**src/dac_ref_cfg.svh**
```systemverilog
/*
 * Constants for the reference ladder control registers.
 * Assumes inclusion by bare name from the package and the design module.
 */
// Operation
// - Enable bit seven switches converter on/off
// - Bit six keeps upper or lower source
// - Bit five routes level to output pin
// - Positive select 00 rail, 01 external, 10 fixed
// - Five-bit level code in second register
// - Output equals lower plus span times code/32
// - Unused bits read zero, writes ignored
// - All fields reset to zero on reset
// - Reset disables converter, pin, clears code
// - Pin overridden while output, reads zero
`ifndef DAC_REF_CFG_SVH
`define DAC_REF_CFG_SVH

// ----------------------------------------------------------------
// Register indices and fields
// ----------------------------------------------------------------
`define ADDR_W          4
`define OFS_CONTROL     4'h0
`define OFS_LEVEL       4'h1
`define BIT_ON          7
`define BIT_LPS         6
`define BIT_OE          5
`define PSS_HI          3
`define PSS_LO          2
`define BIT_NSS         0
`define LVL_HI          4
`define CTRL_WMASK      8'hED
`define LVL_WMASK       8'h1F
`define CTRL_RESET      8'h00
`define LVL_RESET       8'h00
`define PSS_RAIL        2'h0
`define PSS_EXT         2'h1
`define PSS_FIXED       2'h2
`define PSS_RSVD        2'h3
`define LVL_STEPS       6'h20
`define LVL_FULL        5'h1F
`define RD_IDLE         8'h00

`endif

```
**src/dac_ref_pkg.sv**
```systemverilog
/*
 * Types for the reference ladder control registers.
 * Assumes the constants header is on the include path.
 */
package dac_ref_pkg;
	`include "dac_ref_cfg.svh"

	// ----------------------------------------------------------------
	// Positive source choices
	// ----------------------------------------------------------------
	typedef enum logic [1:0] {
		SRC_RAIL  = `PSS_RAIL,
		SRC_EXT   = `PSS_EXT,
		SRC_FIXED = `PSS_FIXED,
		SRC_RSVD  = `PSS_RSVD
	} pos_src_t;

	// Bus-visible control layout, bit 7 down to 0
	typedef struct packed {
		logic     converter_on;
		logic     low_power_source_pick;
		logic     pin_output_enable;
		logic     unused4;
		pos_src_t positive_source_select;
		logic     unused1;
		logic     negative_source_select;
	} ctrl_t;

	// Drive to the analog side
	typedef struct packed {
		logic       converter_on;
		logic       upper_source_on;  // Ladder top connected
		logic       lower_source_on;  // Ladder bottom connected
		logic       sel_rail;
		logic       sel_ext;
		logic       sel_fixed;
		logic       negative_source_select;
		logic [4:0] level_code;
	} analog_t;
endpackage

```
**src/dac_ref_regs.sv**
```systemverilog
/*
 * Control register bank for the 32-level ladder reference.
 * Assumes a simple strobe bus master on clk_sys and an analog ladder,
 * source multiplexers and pad driver outside this block.
 */
`timescale 1ns/100ps
`default_nettype none

`include "dac_ref_cfg.svh"

module dac_ref_regs
	import dac_ref_pkg::*;
(
	input  wire logic               clk_sys,
	input  wire logic               rst,
	input  wire logic [`ADDR_W-1:0] addr,
	input  wire logic [7:0]         wdata,
	input  wire logic               wr_stb,
	input  wire logic               rd_stb,
	output var  logic [7:0]         rdata,
	output var  analog_t            analog,
	output var  logic               pin_analog_mode,
	output var  logic               pin_dig_in_gated,
	input  wire logic               pin_dig_in,
	output var  logic [5:0]         level_num
);

	// ----------------------------------------------------------------
	// Helpers
	// ----------------------------------------------------------------
	// Keep only implemented bits of a write
	function automatic logic [7:0] masked(input logic [7:0] d, input logic [7:0] m);
		masked = d & m;
	endfunction

	// ----------------------------------------------------------------
	// Register state
	// ----------------------------------------------------------------
	logic [7:0] ctrl_r, ctrl_nxt;  // Control byte
	logic [7:0] lvl_r, lvl_nxt;    // Level byte
	logic [7:0] rdata_r, rdata_nxt;// Read answer
	ctrl_t      c;                 // Field view

	assign c = ctrl_t'(ctrl_r);

	// Next values from writes and reads
	always_comb begin
		ctrl_nxt  = ctrl_r;
		lvl_nxt   = lvl_r;
		rdata_nxt = 8'h00;
		if (wr_stb) begin
			// Unused positions masked away on write
			if (addr == `OFS_CONTROL) begin
				ctrl_nxt = masked(wdata, `CTRL_WMASK);
			end
			if (addr == `OFS_LEVEL) begin
				lvl_nxt = masked(wdata, `LVL_WMASK);
			end
		end
		if (rd_stb) begin
			// Unmapped addresses answer zero
			case (addr)
				`OFS_CONTROL: rdata_nxt = masked(ctrl_r, `CTRL_WMASK);
				`OFS_LEVEL:   rdata_nxt = masked(lvl_r, `LVL_WMASK);
				default:      rdata_nxt = 8'h00;
			endcase
		end
	end

	// Registers; every field cleared on reset
	always_ff @(posedge clk_sys) begin
		if (rst) begin
			ctrl_r  <= `CTRL_RESET;
			lvl_r   <= `LVL_RESET;
			rdata_r <= 8'h00;
		end else begin
			ctrl_r  <= ctrl_nxt;
			lvl_r   <= lvl_nxt;
			rdata_r <= rdata_nxt;
		end
	end

	assign rdata = rdata_r;

	// ----------------------------------------------------------------
	// Analog drive, decoded from registered fields
	// ----------------------------------------------------------------
	// Code 11 is left to software; it selects nothing here
	always_comb begin
		analog.converter_on           = c.converter_on;
		analog.upper_source_on        = c.converter_on | c.low_power_source_pick;
		analog.lower_source_on        = c.converter_on | ~c.low_power_source_pick;
		analog.sel_rail  = (c.positive_source_select == SRC_RAIL);
		analog.sel_ext   = (c.positive_source_select == SRC_EXT);
		analog.sel_fixed = (c.positive_source_select == SRC_FIXED);
		analog.negative_source_select = c.negative_source_select;
		analog.level_code             = lvl_r[`LVL_HI:0];
	end

	// Tap numerator over 32 steps: out = lo + (hi-lo)*level_num/32
	assign level_num = {1'b0, lvl_r[`LVL_HI:0]};

	// Pad taken over by the analog level
	assign pin_analog_mode  = c.pin_output_enable;
	assign pin_dig_in_gated = pin_dig_in & ~c.pin_output_enable;
endmodule // dac_ref_regs

`default_nettype wire

```
**config.mk**
```make
export PLATFORM = sky130hd
export DESIGN_NAME = dac_ref_regs
export DESIGN_NICKNAME = d
export VERILOG_FILES = /design/src/dac_ref_pkg.sv /design/src/dac_ref_regs.sv
export VERILOG_INCLUDE_DIRS = /design/src /design/src/src
export SDC_FILE = /design/constraint.sdc
export NUM_CORES = 1
export LEC_CHECK = 0
export ABC_AREA = 1
export BUFFER_PORTS_ARGS = -buffer_cell sky130_fd_sc_hd__buf_2
export CAP_MARGIN = 5
export CORE_MARGIN = 4
export CORE_UTILIZATION = 25
export DETAILED_ROUTE_END_ITERATION = 16
export MAX_ROUTING_LAYER = met4
export PLACE_DENSITY_LB_ADDON = 0.2
export SETUP_SLACK_MARGIN = 0.5
export SLEW_MARGIN = 20
export SYNTH_ARGS = -nofsm -noshare
export SYNTH_HDL_FRONTEND = slang
export SYNTH_SLANG_ARGS = --single-unit
```
**constraint.sdc**
```tcl
create_clock -name clk_sys -period 0.8 [get_ports clk_sys]
set_input_delay 0.04 -clock clk_sys [delete_from_list [all_inputs] [get_ports clk_sys]]
set_output_delay 0.04 -clock clk_sys [all_outputs]
set_load 0.02 [all_outputs]
```
## Word-level counts from Yosys, hierarchy flattened

Cells that the tools add are included.

- Logic and storage cells: 18
- Output and inout bits: 28
- Flip-flop bits (word level): 19

- Bitwise logic cells: 6
- Reductions and logical operators: 5
- Muxes and demuxes: 1
- Equality and inequality tests: 3

Operators with widths:

| kind | count |
|---|---|
| $pmux 8 s2 | 1 |
| $eq 4x1->1 const B | 1 |
| $logic_not 4->1 | 1 |
| $reduce_and 2->1 | 2 |
| $not 1->1 | 3 |
| $eq 2x1->1 const B | 1 |
| $eq 2x2->1 const B | 1 |
| $logic_not 2->1 | 1 |
| $or 1x1->1 | 2 |
| $reduce_or 2->1 | 1 |
| $and 1x1->1 | 1 |

## Depth between registers and ports, before layout

Gate-level depths: netlist (run 1).

- Word-level depth: 2
- Depth in mapped cells: 6
- Depth with buffers taken out: 6

## Worst setup path after synthesis (run 1)

Ideal clock, no wire load.

- Path kind: reg2reg
- Start point: reg lvl_r[1]
- End point: reg rdata_r[1], in the netlist rdata[1]
- Clock period less this slack: 0.745 ns
- Cell stages (with the launch flop): 3
- Setup slack: 0.055 ns
- Data arrival time: 0.667 ns
- Path through: dfxtp_1 -> inv_1 -> nor3_1

- Cells in the longest elaborated chain, start to end: 1

Ends and longest elaborated chain:

| what | line | RTL |
|---|---|---|
| from (decl) | dac_ref_regs.sv:40 | `logic [7:0] lvl_r, lvl_nxt;` |
| from (signal assigned) | dac_ref_regs.sv:74 | `` lvl_r <= `LVL_RESET; `` |
| from (signal assigned) | dac_ref_regs.sv:78 | `lvl_r <= lvl_nxt;` |
| $pmux 8 s2 | dac_ref_regs.sv:62 | `case (addr)` |
| to (signal assigned) | dac_ref_regs.sv:79 | `rdata_r <= rdata_nxt;` |
| to (decl) | dac_ref_regs.sv:41 | `logic [7:0] rdata_r, rdata_nxt;` |

Every way passes these cells.
A chain may end at the register's enable or synchronous reset.

==> out/summary.json, run 1 <==
{
  "clk-insertion-delay-late_ns": 0.25,
  "netlist.top_cell.by_area": "sky130_fd_sc_hd__dfxtp_1",
  "fp.dieArea_sq_um": 4950,
  "post_route_cells_drive_above_1_share_pct": 69.1,
  "fin_worst_skew_ns": 0.00442,
  "worst_setup_path_end_kind": "output port",
  "rows": 22,
  "p_leak_nw": 0.810,
  "netlist_top_cells_area": "sky130_fd_sc_hd__dfxtp_1 39%, sky130_fd_sc_hd__inv_1 13%, sky130_fd_sc_hd__nand2_1 10%",
  "unrepaired_setup_endpoints_after_global_routing": "true",
  "finalSetupViolations": 7,
  "initial_utilization_pct": 26.2,
  "p_r_area_growth_vs_syn_pct": 78.5,
  "synth_seq_cells": 19,
  "wire_per_inst_microns": 10.1,
  "detailroute.via_count": 973,
  "cts_buffer_depth": 2,
  "cp-start-kind": "flip-flop",
  "detail_route.first_pass.iterations": 4,
  "power_density_nw_per_um2": 1140,
  "cp_slowest_cell": "sky130_fd_sc_hd__dfxtp_4",
  "ys.warnings.count": 0,
  "drt-vias-per-instance": 4.12,
  "sequential_element_share_of_the_synthesized_area_pct": 39.1,
  "cts-root-buf": "sky130_fd_sc_hd__clkbuf_8",
  "setup_slack_ns": -0.119,
  "max_freq_ghz": 1.09,
  "dpl.hpwl_mm": 1.80,
  "critical_path.max_stage_delay_ns": 0.37,
  "weighted_congestion_at_the_end_of_routability_driven_global_placement": 0.760,
  "remaining_global_route_overflow": 0,
  "port-buffer-count": 43,
  "route.detailed.drc": 0,
  "totalWireLength_mm": 2.39,
  "max-vdd-ir-drop_v": 0.000524,
  "worst-setup-path-type": "flip-flop to output port",
  "die-height_microns": 70.4,
  "coreArea_sq_um": 3720,
  "grt_first_pass_wirelength_mm": 4.02,
  "cts_hold_repair.buffers": 0,
  "netlist.area_leader.share_pct": 39.1,
  "clock_sinks": 19,
  "report.final.slew_viol_count": 0,
  "postLayoutCoreUtil_pct": 46.7,
  "antenna_left": 0,
  "worst_ep_required_time_ns": 0.76,
  "vias_in_the_first_global_route": 911,
  "reg_clk_slew_reported_paths_ns": 0.07,
  "run_status": "complete, but fails checks",
  "hold_ws_ns": 0.122,
  "critical_path.cell_chain": "nor2_2 > buf_6",
  "die_width_microns": 70.4,
  "mappedNetlistNets": 155,
  "max_cap_viol_count": 0,
  "numPlacedInstances": 222,
  "stdcell_count": 236,
  "avgSynthCellArea_sq_um": 7.04,
  "failing_checks": "setup timing",
  "hold_violations": 0,
  "crit_fanout": 4,
  "cts_tree": "built",
  "period_minus_slack_ns": 0.919,
  "grt_antenna_before_repair": 0,
  "fin_nets": 206,
  "yosysUniqueCellTypes": 18,
  "worst_hold_check_path_type": "primary input to flip-flop",
  "h-tree-depth": 1,
  "grtUsageTotal_pct": 10.2,
  "drt_iter0_drc": 29,
  "grt_max_degree": 13,
  "cts_made_buffers": 3,
  "worst_endpoint_data_arrival_time_ns": 0.88,
  "diodes": 0,
  "netlist_instances": 138,
  "final.period_utilization_pct": 115,
  "design.portCount": 45,
  "mappedNetlistArea_sq_um": 972
}
[critical path: cells and delay by family (launching register included)]
| family | cells | cell delay (ns) |
|---|---|---|
| flops | 1 | 0.37 |
| simple gates | 1 | 0.13 |
| buf+inv | 1 | 0.13 |
[final timing paths]
path | endpoint | cells after the start | slack (ns) | from
worst max-delay path | analog[8] | 2 | -0.12 | c[2]$_SDFFE_PP0P_
worst min register to register | rdata[5]$_SDFF_PP0_ | 2 | 0.48 | c[5]$_SDFFE_PP0P_
worst min-delay path | lvl_r[4]$_SDFFE_PP0P_ | 5 | 0.12 | wdata[4]
worst max register to register | c[2]$_SDFFE_PP0P_ | 5 | -0.01 | c[2]$_SDFFE_PP0P_
[cells in the final DEF (no fill, tap or decap)]
cell	count
sky130_fd_sc_hd__dfxtp_4	13
sky130_fd_sc_hd__clkbuf_8	3
sky130_fd_sc_hd__nand2_4	3
sky130_fd_sc_hd__buf_2	16
sky130_fd_sc_hd__nor2_2	2
sky130_fd_sc_hd__inv_4	5
sky130_fd_sc_hd__nand3_4	1
sky130_fd_sc_hd__nand2_2	6
sky130_fd_sc_hd__nand3_2	6
sky130_fd_sc_hd__nand3_1	1
sky130_fd_sc_hd__inv_2	11
sky130_fd_sc_hd__buf_12	2
sky130_fd_sc_hd__nor2_1	10
sky130_fd_sc_hd__buf_6	35
sky130_fd_sc_hd__dfxtp_2	6
sky130_fd_sc_hd__nand2_1	18
sky130_fd_sc_hd__nor2_8	1
sky130_fd_sc_hd__nor2_4	5
sky130_fd_sc_hd__nand4_1	11
sky130_fd_sc_hd__conb_1	1
sky130_fd_sc_hd__a21oi_2	3
sky130_fd_sc_hd__inv_1	17
sky130_fd_sc_hd__clkinv_2	1
sky130_fd_sc_hd__nor3_2	5
sky130_fd_sc_hd__buf_4	6
[cells in the mapped netlist]
| master | number |
|---|---|
| sky130_fd_sc_hd__inv_1 | 33 |
| sky130_fd_sc_hd__nor3_1 | 5 |
| sky130_fd_sc_hd__a21oi_1 | 3 |
| sky130_fd_sc_hd__buf_4 | 9 |
| sky130_fd_sc_hd__buf_6 | 2 |
| sky130_fd_sc_hd__nand4_1 | 11 |
| sky130_fd_sc_hd__nor2_1 | 15 |
| sky130_fd_sc_hd__nand2_2 | 1 |
| sky130_fd_sc_hd__nand3_1 | 6 |
| sky130_fd_sc_hd__buf_2 | 2 |
| sky130_fd_sc_hd__nand3_4 | 1 |
| sky130_fd_sc_hd__nand2_1 | 26 |
| sky130_fd_sc_hd__nor2_4 | 1 |
| sky130_fd_sc_hd__conb_1 | 1 |
| sky130_fd_sc_hd__nand3_2 | 1 |
| sky130_fd_sc_hd__nor2_8 | 1 |
| sky130_fd_sc_hd__nor2_2 | 1 |
| sky130_fd_sc_hd__dfxtp_1 | 19 |
[state kept, by name, summed over array words and instances, names as in the netlist]
| register | cells |
|---|---|
| lvl_r | 5 |
| c | 6 |
| rdata | 8 |
[cells by family after synthesis]
kind of cell           Yosys count  synth area share, %
and+or+nand+nor                 69                 35.9
DFF                             19                 39.1
other                            1                0.386
buffers and inverters           46                 23.0
AOI/OAI and AO/OA                3                 1.54
[per-stage QoR]
stage	setup TNS, ns	setup slack [ns]	cell area, sq um	total power (W)
6_report	-0.582	-0.119	1740	0.00198
5_1_grt	-0.917	-0.155	1740	0.00208
4_1_cts	-0.601	-0.129	1690	0.00200
3_5_place_dp	-0.375	-0.0470	1320	0.00127
3_3_place_gp	-0.167	-0.0291	1320	0.00127
2_1_floorplan	0	0.171	1090	0.00116
[per-layer routing]
layer  track usage [%]  up-vias  part of all wire [%]
li1                  -      509                     -
met1              12.7      437                    44
met2              16.5       27                    50
met3              1.73        0                   5.4
met4              3.83        0                     0
met5                 -        -                     0
[area by class of cell]
class	count	area (sq um)
fillers	374	1980
repair buffers	59	559
clock inverters	1	5.00
flip-flops and latches	19	437
inverters	33	136
multi-input cells	73	497
well taps	48	60.1
clock buffers	3	41.3
[power breakdown]
part	total, W	switching [W]	internal, W
Sequential	0.000940	0.0000184	0.000922
Clock	0.000658	0.000313	0.000345
Combinational	0.000381	0.000208	0.000173
[repair_timing]
| action | CTS | global route |
|---|---|---|
| resized for setup | 78 | 17 |
| pin swaps | 13 | 5 |
| setup endpoints to repair | 46 | 46 |
| setup buffers | 9 | 1 |
| endpoints found under the hold margin | 0 | 0 |
(Power assumes the default switching activity.)
==> run 2: changes to the inputs <==
--- a/constraint.sdc
+++ b/constraint.sdc
@@ -3,2 +3,2 @@
 set_output_delay 0.04 -clock clk_sys [all_outputs]
-set_load 0.02 [all_outputs]
+set_load 0.05 [all_outputs]
==> out/summary.json, run 2 (synthesis gave the netlist of run 1 again) <==
{
  "fin_worst_skew_ns": 0.00591,
  "cts_tree": "built",
  "power_density_nw_per_um2": 1100,
  "cts_buffer_depth": 2,
  "final.period_utilization_pct": 122,
  "reg_clk_slew_reported_paths_ns": 0.08,
  "critical_path.max_stage_delay_ns": 0.41,
  "post_route_cells_drive_above_1_share_pct": 68.4,
  "layout_common_cells": "24 x sky130_fd_sc_hd__buf_8, 19 x sky130_fd_sc_hd__nand2_1, 18 x sky130_fd_sc_hd__dfxtp_4, 17 x sky130_fd_sc_hd__inv_1, 16 x sky130_fd_sc_hd__buf_2",
  "initial_utilization_pct": 26.2,
  "cp_slowest_cell": "sky130_fd_sc_hd__dfxtp_4",
  "sw_frac_of_total_pct": 30.0,
  "period_minus_slack_ns": 0.978,
  "net-switching-power_w": 0.000620,
  "drt-vias-per-instance": 4.12,
  "drt_iter0_drc": 26,
  "fin_nets": 208,
  "route.detailed.drc": 0,
  "part_of_the_power_in_combinational_logic_pct": 22.8,
  "setup.reg_to_reg.worst_slack_ns": -0.10,
  "timing.setup.tns_ns": -1.21,
  "antenna_left": 0,
  "worst_setup_path_end_kind": "output port",
  "grt_max_degree": 16,
  "port-buffer-count": 43,
  "detailroute.via_count": 981,
  "coreArea_sq_um": 3720,
  "sequentialPowerShare_pct": 44.9,
  "fp.dieArea_sq_um": 4950,
  "worst_endpoint_data_arrival_time_ns": 0.94,
  "dpl.hpwl_mm": 1.88,
  "cts_made_buffers": 3,
  "unrepaired_setup_endpoints_after_global_routing": "true",
  "finalSetupViolations": 20,
  "vias_in_the_first_global_route": 968,
  "die_width_microns": 70.4,
  "hold_ws_ns": 0.133,
  "grtUsageTotal_pct": 10.9,
  "worst_hold_check_path_type": "primary input to flip-flop",
  "final_common_cell": "sky130_fd_sc_hd__buf_8",
  "max-vdd-ir-drop_v": 0.000495,
  "design.portCount": 45,
  "area.sequential_sq_um": 449,
  "weighted_congestion_at_the_end_of_routability_driven_global_placement": 0.729,
  "worst-setup-path-type": "flip-flop to output port",
  "numPlacedInstances": 224,
  "power.clock.fraction_pct": 32.2,
  "p_r_area_growth_vs_syn_pct": 94.0,
  "failing_checks": "setup timing",
  "max_cap_viol_count": 0,
  "run_status": "complete, but fails checks",
  "hold_violations": 0,
  "h-tree-depth": 1,
  "die-height_microns": 70.4,
  "clock_sinks": 19,
  "clk-insertion-delay-late_ns": 0.25,
  "p_leak_nw": 0.869,
  "worst_ep_required_time_ns": 0.76,
  "total_area_of_multi_input_combinational_cells_sq_um": 514,
  "max_freq_ghz": 1.02,
  "power.internal_w": 0.00145,
  "critical_path.cell_chain": "inv_4 > nor2_4 > buf_6",
  "diodes": 0,
  "cts_hold_repair.buffers": 0,
  "grt_first_pass_wirelength_mm": 4.24,
  "cp-start-kind": "flip-flop",
  "totalWireLength_mm": 2.49,
  "remaining_global_route_overflow": 0,
  "report.final.slew_viol_count": 0,
  "grt_antenna_before_repair": 0,
  "totalPowerFinal_w": 0.00207,
  "stdcell_count": 238,
  "cts-root-buf": "sky130_fd_sc_hd__clkbuf_8",
  "setup_slack_ns": -0.178,
  "final_layout_fill_cell_count": 353,
  "flip_flop_count_of_the_largest_register_after_layout": 8,
  "crit_fanout": 4,
  "wire_per_inst_microns": 10.4,
  "detail_route.first_pass.iterations": 4,
  "rows": 22
}
[run 2: cell types whose count changed in the layout (fill, tap and decap cells not counted), moves of 2 or more]
cell                      change
sky130_fd_sc_hd__buf_6       -22
sky130_fd_sc_hd__buf_8       +24
sky130_fd_sc_hd__dfxtp_2      -5
sky130_fd_sc_hd__dfxtp_4      +5
sky130_fd_sc_hd__nand2_2      -2
[run 2: path summary, 6_finish.rpt]
path                startpoint             endpoint  cells after the start
max          c[2]$_SDFFE_PP0P_            analog[7]                      3
max reg2reg  c[3]$_SDFFE_PP0P_    c[3]$_SDFFE_PP0P_                      6
min                   wdata[7]    c[7]$_SDFFE_PP0P_                      5
min reg2reg  c[5]$_SDFFE_PP0P_  rdata[5]$_SDFF_PP0_                      2
[run 2: repair_timing]
action	4_1_cts	5_1_grt
gates resized for setup	95	21
setup buffers	10	0
pin swaps	8	6
gates cloned	0	0
endpoints found under the setup margin	46	46
[run 2: worst max-delay path, delay by kind of cell (launching register included)]
kind / cells / cell delay (ns)
simple gates: 1 / 0.07
flops: 1 / 0.41
buf+inv: 2 / 0.20
[run 2: routing by layer]
metal	share of wire [%]	vias up	global-route usage, %
li1	-	512	-
met1	42	446	12.9
met2	54	23	18.9
met3	3.9	0	1.29
met4	0	0	3.83
met5	0	-	-
[run 2: layout make-up]
type                            count  share of cell area, %
Timing Repair Buffer               61                   35.6
Multi-Input combinational cell     73                   27.3
Clock buffer                        3                   2.19
Tap cell                           48                   3.19
Clock inverter                      1                  0.265
Sequential cell                    19                   23.8
Inverter                           33                   7.63
[run 2: per-stage QoR]
step	utilization, %	area (sq um)	setup WS (ns)
after detailed placement	37.3	1390	-0.0513
after global routing	50.7	1890	-0.225
final	50.7	1890	-0.178
after CTS	49.3	1830	-0.182
after global placement	37.3	1390	-0.0199
after floorplan	-	1180	0.0676
[run 2: power by group through the flow]
stage / clock network, W / registers (W) / logic, W
6_report: 0.000667 / 0.000929 / 0.000472
5_1_grt: 0.000741 / 0.000931 / 0.000507
4_1_cts: 0.000689 / 0.000931 / 0.000459
3_5_place_dp: 0 / 0.000949 / 0.000380
3_3_place_gp: 0 / 0.000948 / 0.000376
2_1_floorplan: 0 / 0.000975 / 0.000256
==> run 3: changes to the inputs <==
--- a/constraint.sdc
+++ b/constraint.sdc
@@ -3,2 +3,2 @@
 set_output_delay 0.04 -clock clk_sys [all_outputs]
-set_load 0.05 [all_outputs]
+set_load 0.01 [all_outputs]
==> out/summary.json, run 3 (synthesis gave the netlist of run 1 again) <==
{
  "vias_in_the_first_global_route": 965,
  "cts_buffer_depth": 2,
  "finalSetupViolations": 8,
  "crit_fanout": 4,
  "worst_endpoint_data_arrival_time_ns": 0.87,
  "weighted_congestion_at_the_end_of_routability_driven_global_placement": 0.759,
  "totalWireLength_mm": 2.52,
  "cts-root-buf": "sky130_fd_sc_hd__clkbuf_8",
  "antenna_left": 0,
  "grt_util_met1_pct": 12.8,
  "detailroute.via_count": 980,
  "timing.setup.tns_ns": -0.546,
  "fp.dieArea_sq_um": 4950,
  "grt_antenna_before_repair": 0,
  "worst-setup-path-type": "flip-flop to output port",
  "initial_utilization_pct": 26.2,
  "grt_max_degree": 17,
  "failing_checks": "setup timing",
  "clk-insertion-delay-late_ns": 0.25,
  "unrepaired_setup_endpoints_after_global_routing": "true",
  "worst_hold_check_path_type": "primary input to flip-flop",
  "route.detailed.drc": 0,
  "run_status": "complete, but fails checks",
  "p_leak_nw": 0.804,
  "diodes": 0,
  "fin_worst_skew_ns": 0.00748,
  "clock_sinks": 19,
  "grtUsageTotal_pct": 10.5,
  "critical_path.cell_chain": "inv_2 > nor2_2 > buf_2",
  "flip_flop_count_of_the_largest_register_after_layout": 8,
  "post_route_cells_drive_above_1_share_pct": 70.0,
  "port-buffer-count": 43,
  "met2_usage_pct": 17.4,
  "totalPowerFinal_w": 0.00198,
  "critPathTopFamily": "flip-flops",
  "drt-vias-per-instance": 4.12,
  "rows": 22,
  "coreArea_sq_um": 3720,
  "layout_common_cells": "31 x sky130_fd_sc_hd__buf_6, 23 x sky130_fd_sc_hd__buf_2, 16 x sky130_fd_sc_hd__nand2_1, 15 x sky130_fd_sc_hd__inv_2, 15 x sky130_fd_sc_hd__inv_1",
  "critical_path.max_stage_delay_ns": 0.37,
  "worst_ep_required_time_ns": 0.76,
  "cts_hold_repair.buffers": 0,
  "max_cap_viol_count": 0,
  "design.portCount": 45,
  "grt_first_pass_wirelength_mm": 4.08,
  "p_r_area_growth_vs_syn_pct": 74.5,
  "stdcell_count": 238,
  "detail_route.first_pass.iterations": 4,
  "final_layout_fill_cell_count": 386,
  "number_of_buffers_and_inverters_on_the_critical_path": 2,
  "remaining_global_route_overflow": 0,
  "final_common_cell": "sky130_fd_sc_hd__buf_6",
  "die_width_microns": 70.4,
  "cts_tree": "built",
  "power_density_nw_per_um2": 1160,
  "setup_slack_ns": -0.112,
  "fin_nets": 208,
  "final.period_utilization_pct": 114,
  "h-tree-depth": 1,
  "dpl.hpwl_mm": 1.76,
  "worst_setup_path_end_kind": "output port",
  "max_freq_ghz": 1.10,
  "grt.busiest_layer": "met2",
  "cp_slowest_cell": "sky130_fd_sc_hd__dfxtp_4",
  "drt_iter0_drc": 22,
  "wire_per_inst_microns": 10.6,
  "reg_clk_slew_reported_paths_ns": 0.07,
  "worst-slew-pin-transition_ns": 0.558,
  "max-vdd-ir-drop_v": 0.000456,
  "hold_violations": 0,
  "period_minus_slack_ns": 0.912,
  "report.final.slew_viol_count": 0,
  "numPlacedInstances": 221,
  "hold_ws_ns": 0.125,
  "cp-start-kind": "flip-flop",
  "die-height_microns": 70.4,
  "slew-limit-headroom_pct": 62.7,
  "cts_made_buffers": 3,
  "grtUsageMet3_pct": 1.29
}
-- run 3: timing repair --
| item | 4_1_cts | 5_1_grt |
|---|---|---|
| pin swaps | 13 | 6 |
| setup buffers | 11 | 2 |
| setup endpoints to repair | 46 | 46 |
| resized for setup | 48 | 30 |
-- run 3: power by group --
group | internal, W | total (W) | switching [W]
combinational | 0.000170 | 0.000361 | 0.000192
sequential | 0.000938 | 0.000953 | 0.0000151
clock | 0.000353 | 0.000661 | 0.000307
total | 0.00146 | 0.00198 | 0.000514
-- run 3: final timing paths --
check / startpoint / to / slack [ns] / depth (start not counted)
max: c[3]$_SDFFE_PP0P_ / analog[6] / -0.11 / 3
min: wdata[4] / lvl_r[4]$_SDFFE_PP0P_ / 0.12 / 5
max reg2reg: c[3]$_SDFFE_PP0P_ / c[3]$_SDFFE_PP0P_ / -0.09 / 6
min reg2reg: c[3]$_SDFFE_PP0P_ / rdata[3]$_SDFF_PP0_ / 0.55 / 2
-- run 3: worst register-to-register path: stages, from the launching register on --
cell and delay, ns:
sky130_fd_sc_hd__dfxtp_4 0.37, sky130_fd_sc_hd__inv_2 0.04, sky130_fd_sc_hd__buf_4 0.12, sky130_fd_sc_hd__buf_6 0.10, sky130_fd_sc_hd__nand2_2 0.06, sky130_fd_sc_hd__inv_2 0.03
sky130_fd_sc_hd__nor2_1 0.09
-- run 3: per-stage QoR --
step | instance area (sq um) | utilization [%] | setup WS [ns]
floorplan | 1020 | - | 0.190
global placement | 1260 | 34.0 | -0.0431
detailed placement | 1260 | 34.0 | -0.0452
CTS | 1600 | 43.2 | -0.116
global route | 1700 | 45.7 | -0.167
finish | 1700 | 45.7 | -0.112
-- run 3: layout make-up --
class,count,area (sq um),area share (%)
timing repair buffer,61,554,32.7
multi-input combinational,73,485,28.6
sequential,19,420,24.8
inverter,33,131,7.74
tap,48,60.1,3.54
clock buffer,4,45.0,2.65
-- run 3: per-layer routing --
metal	part of all wire, %	vias up	wire [microns]
met3	5.4	0	137
met1	45	437	1140
met2	49	34	1250
met5	0	-	0
li1	-	509	-
met4	0	0	0
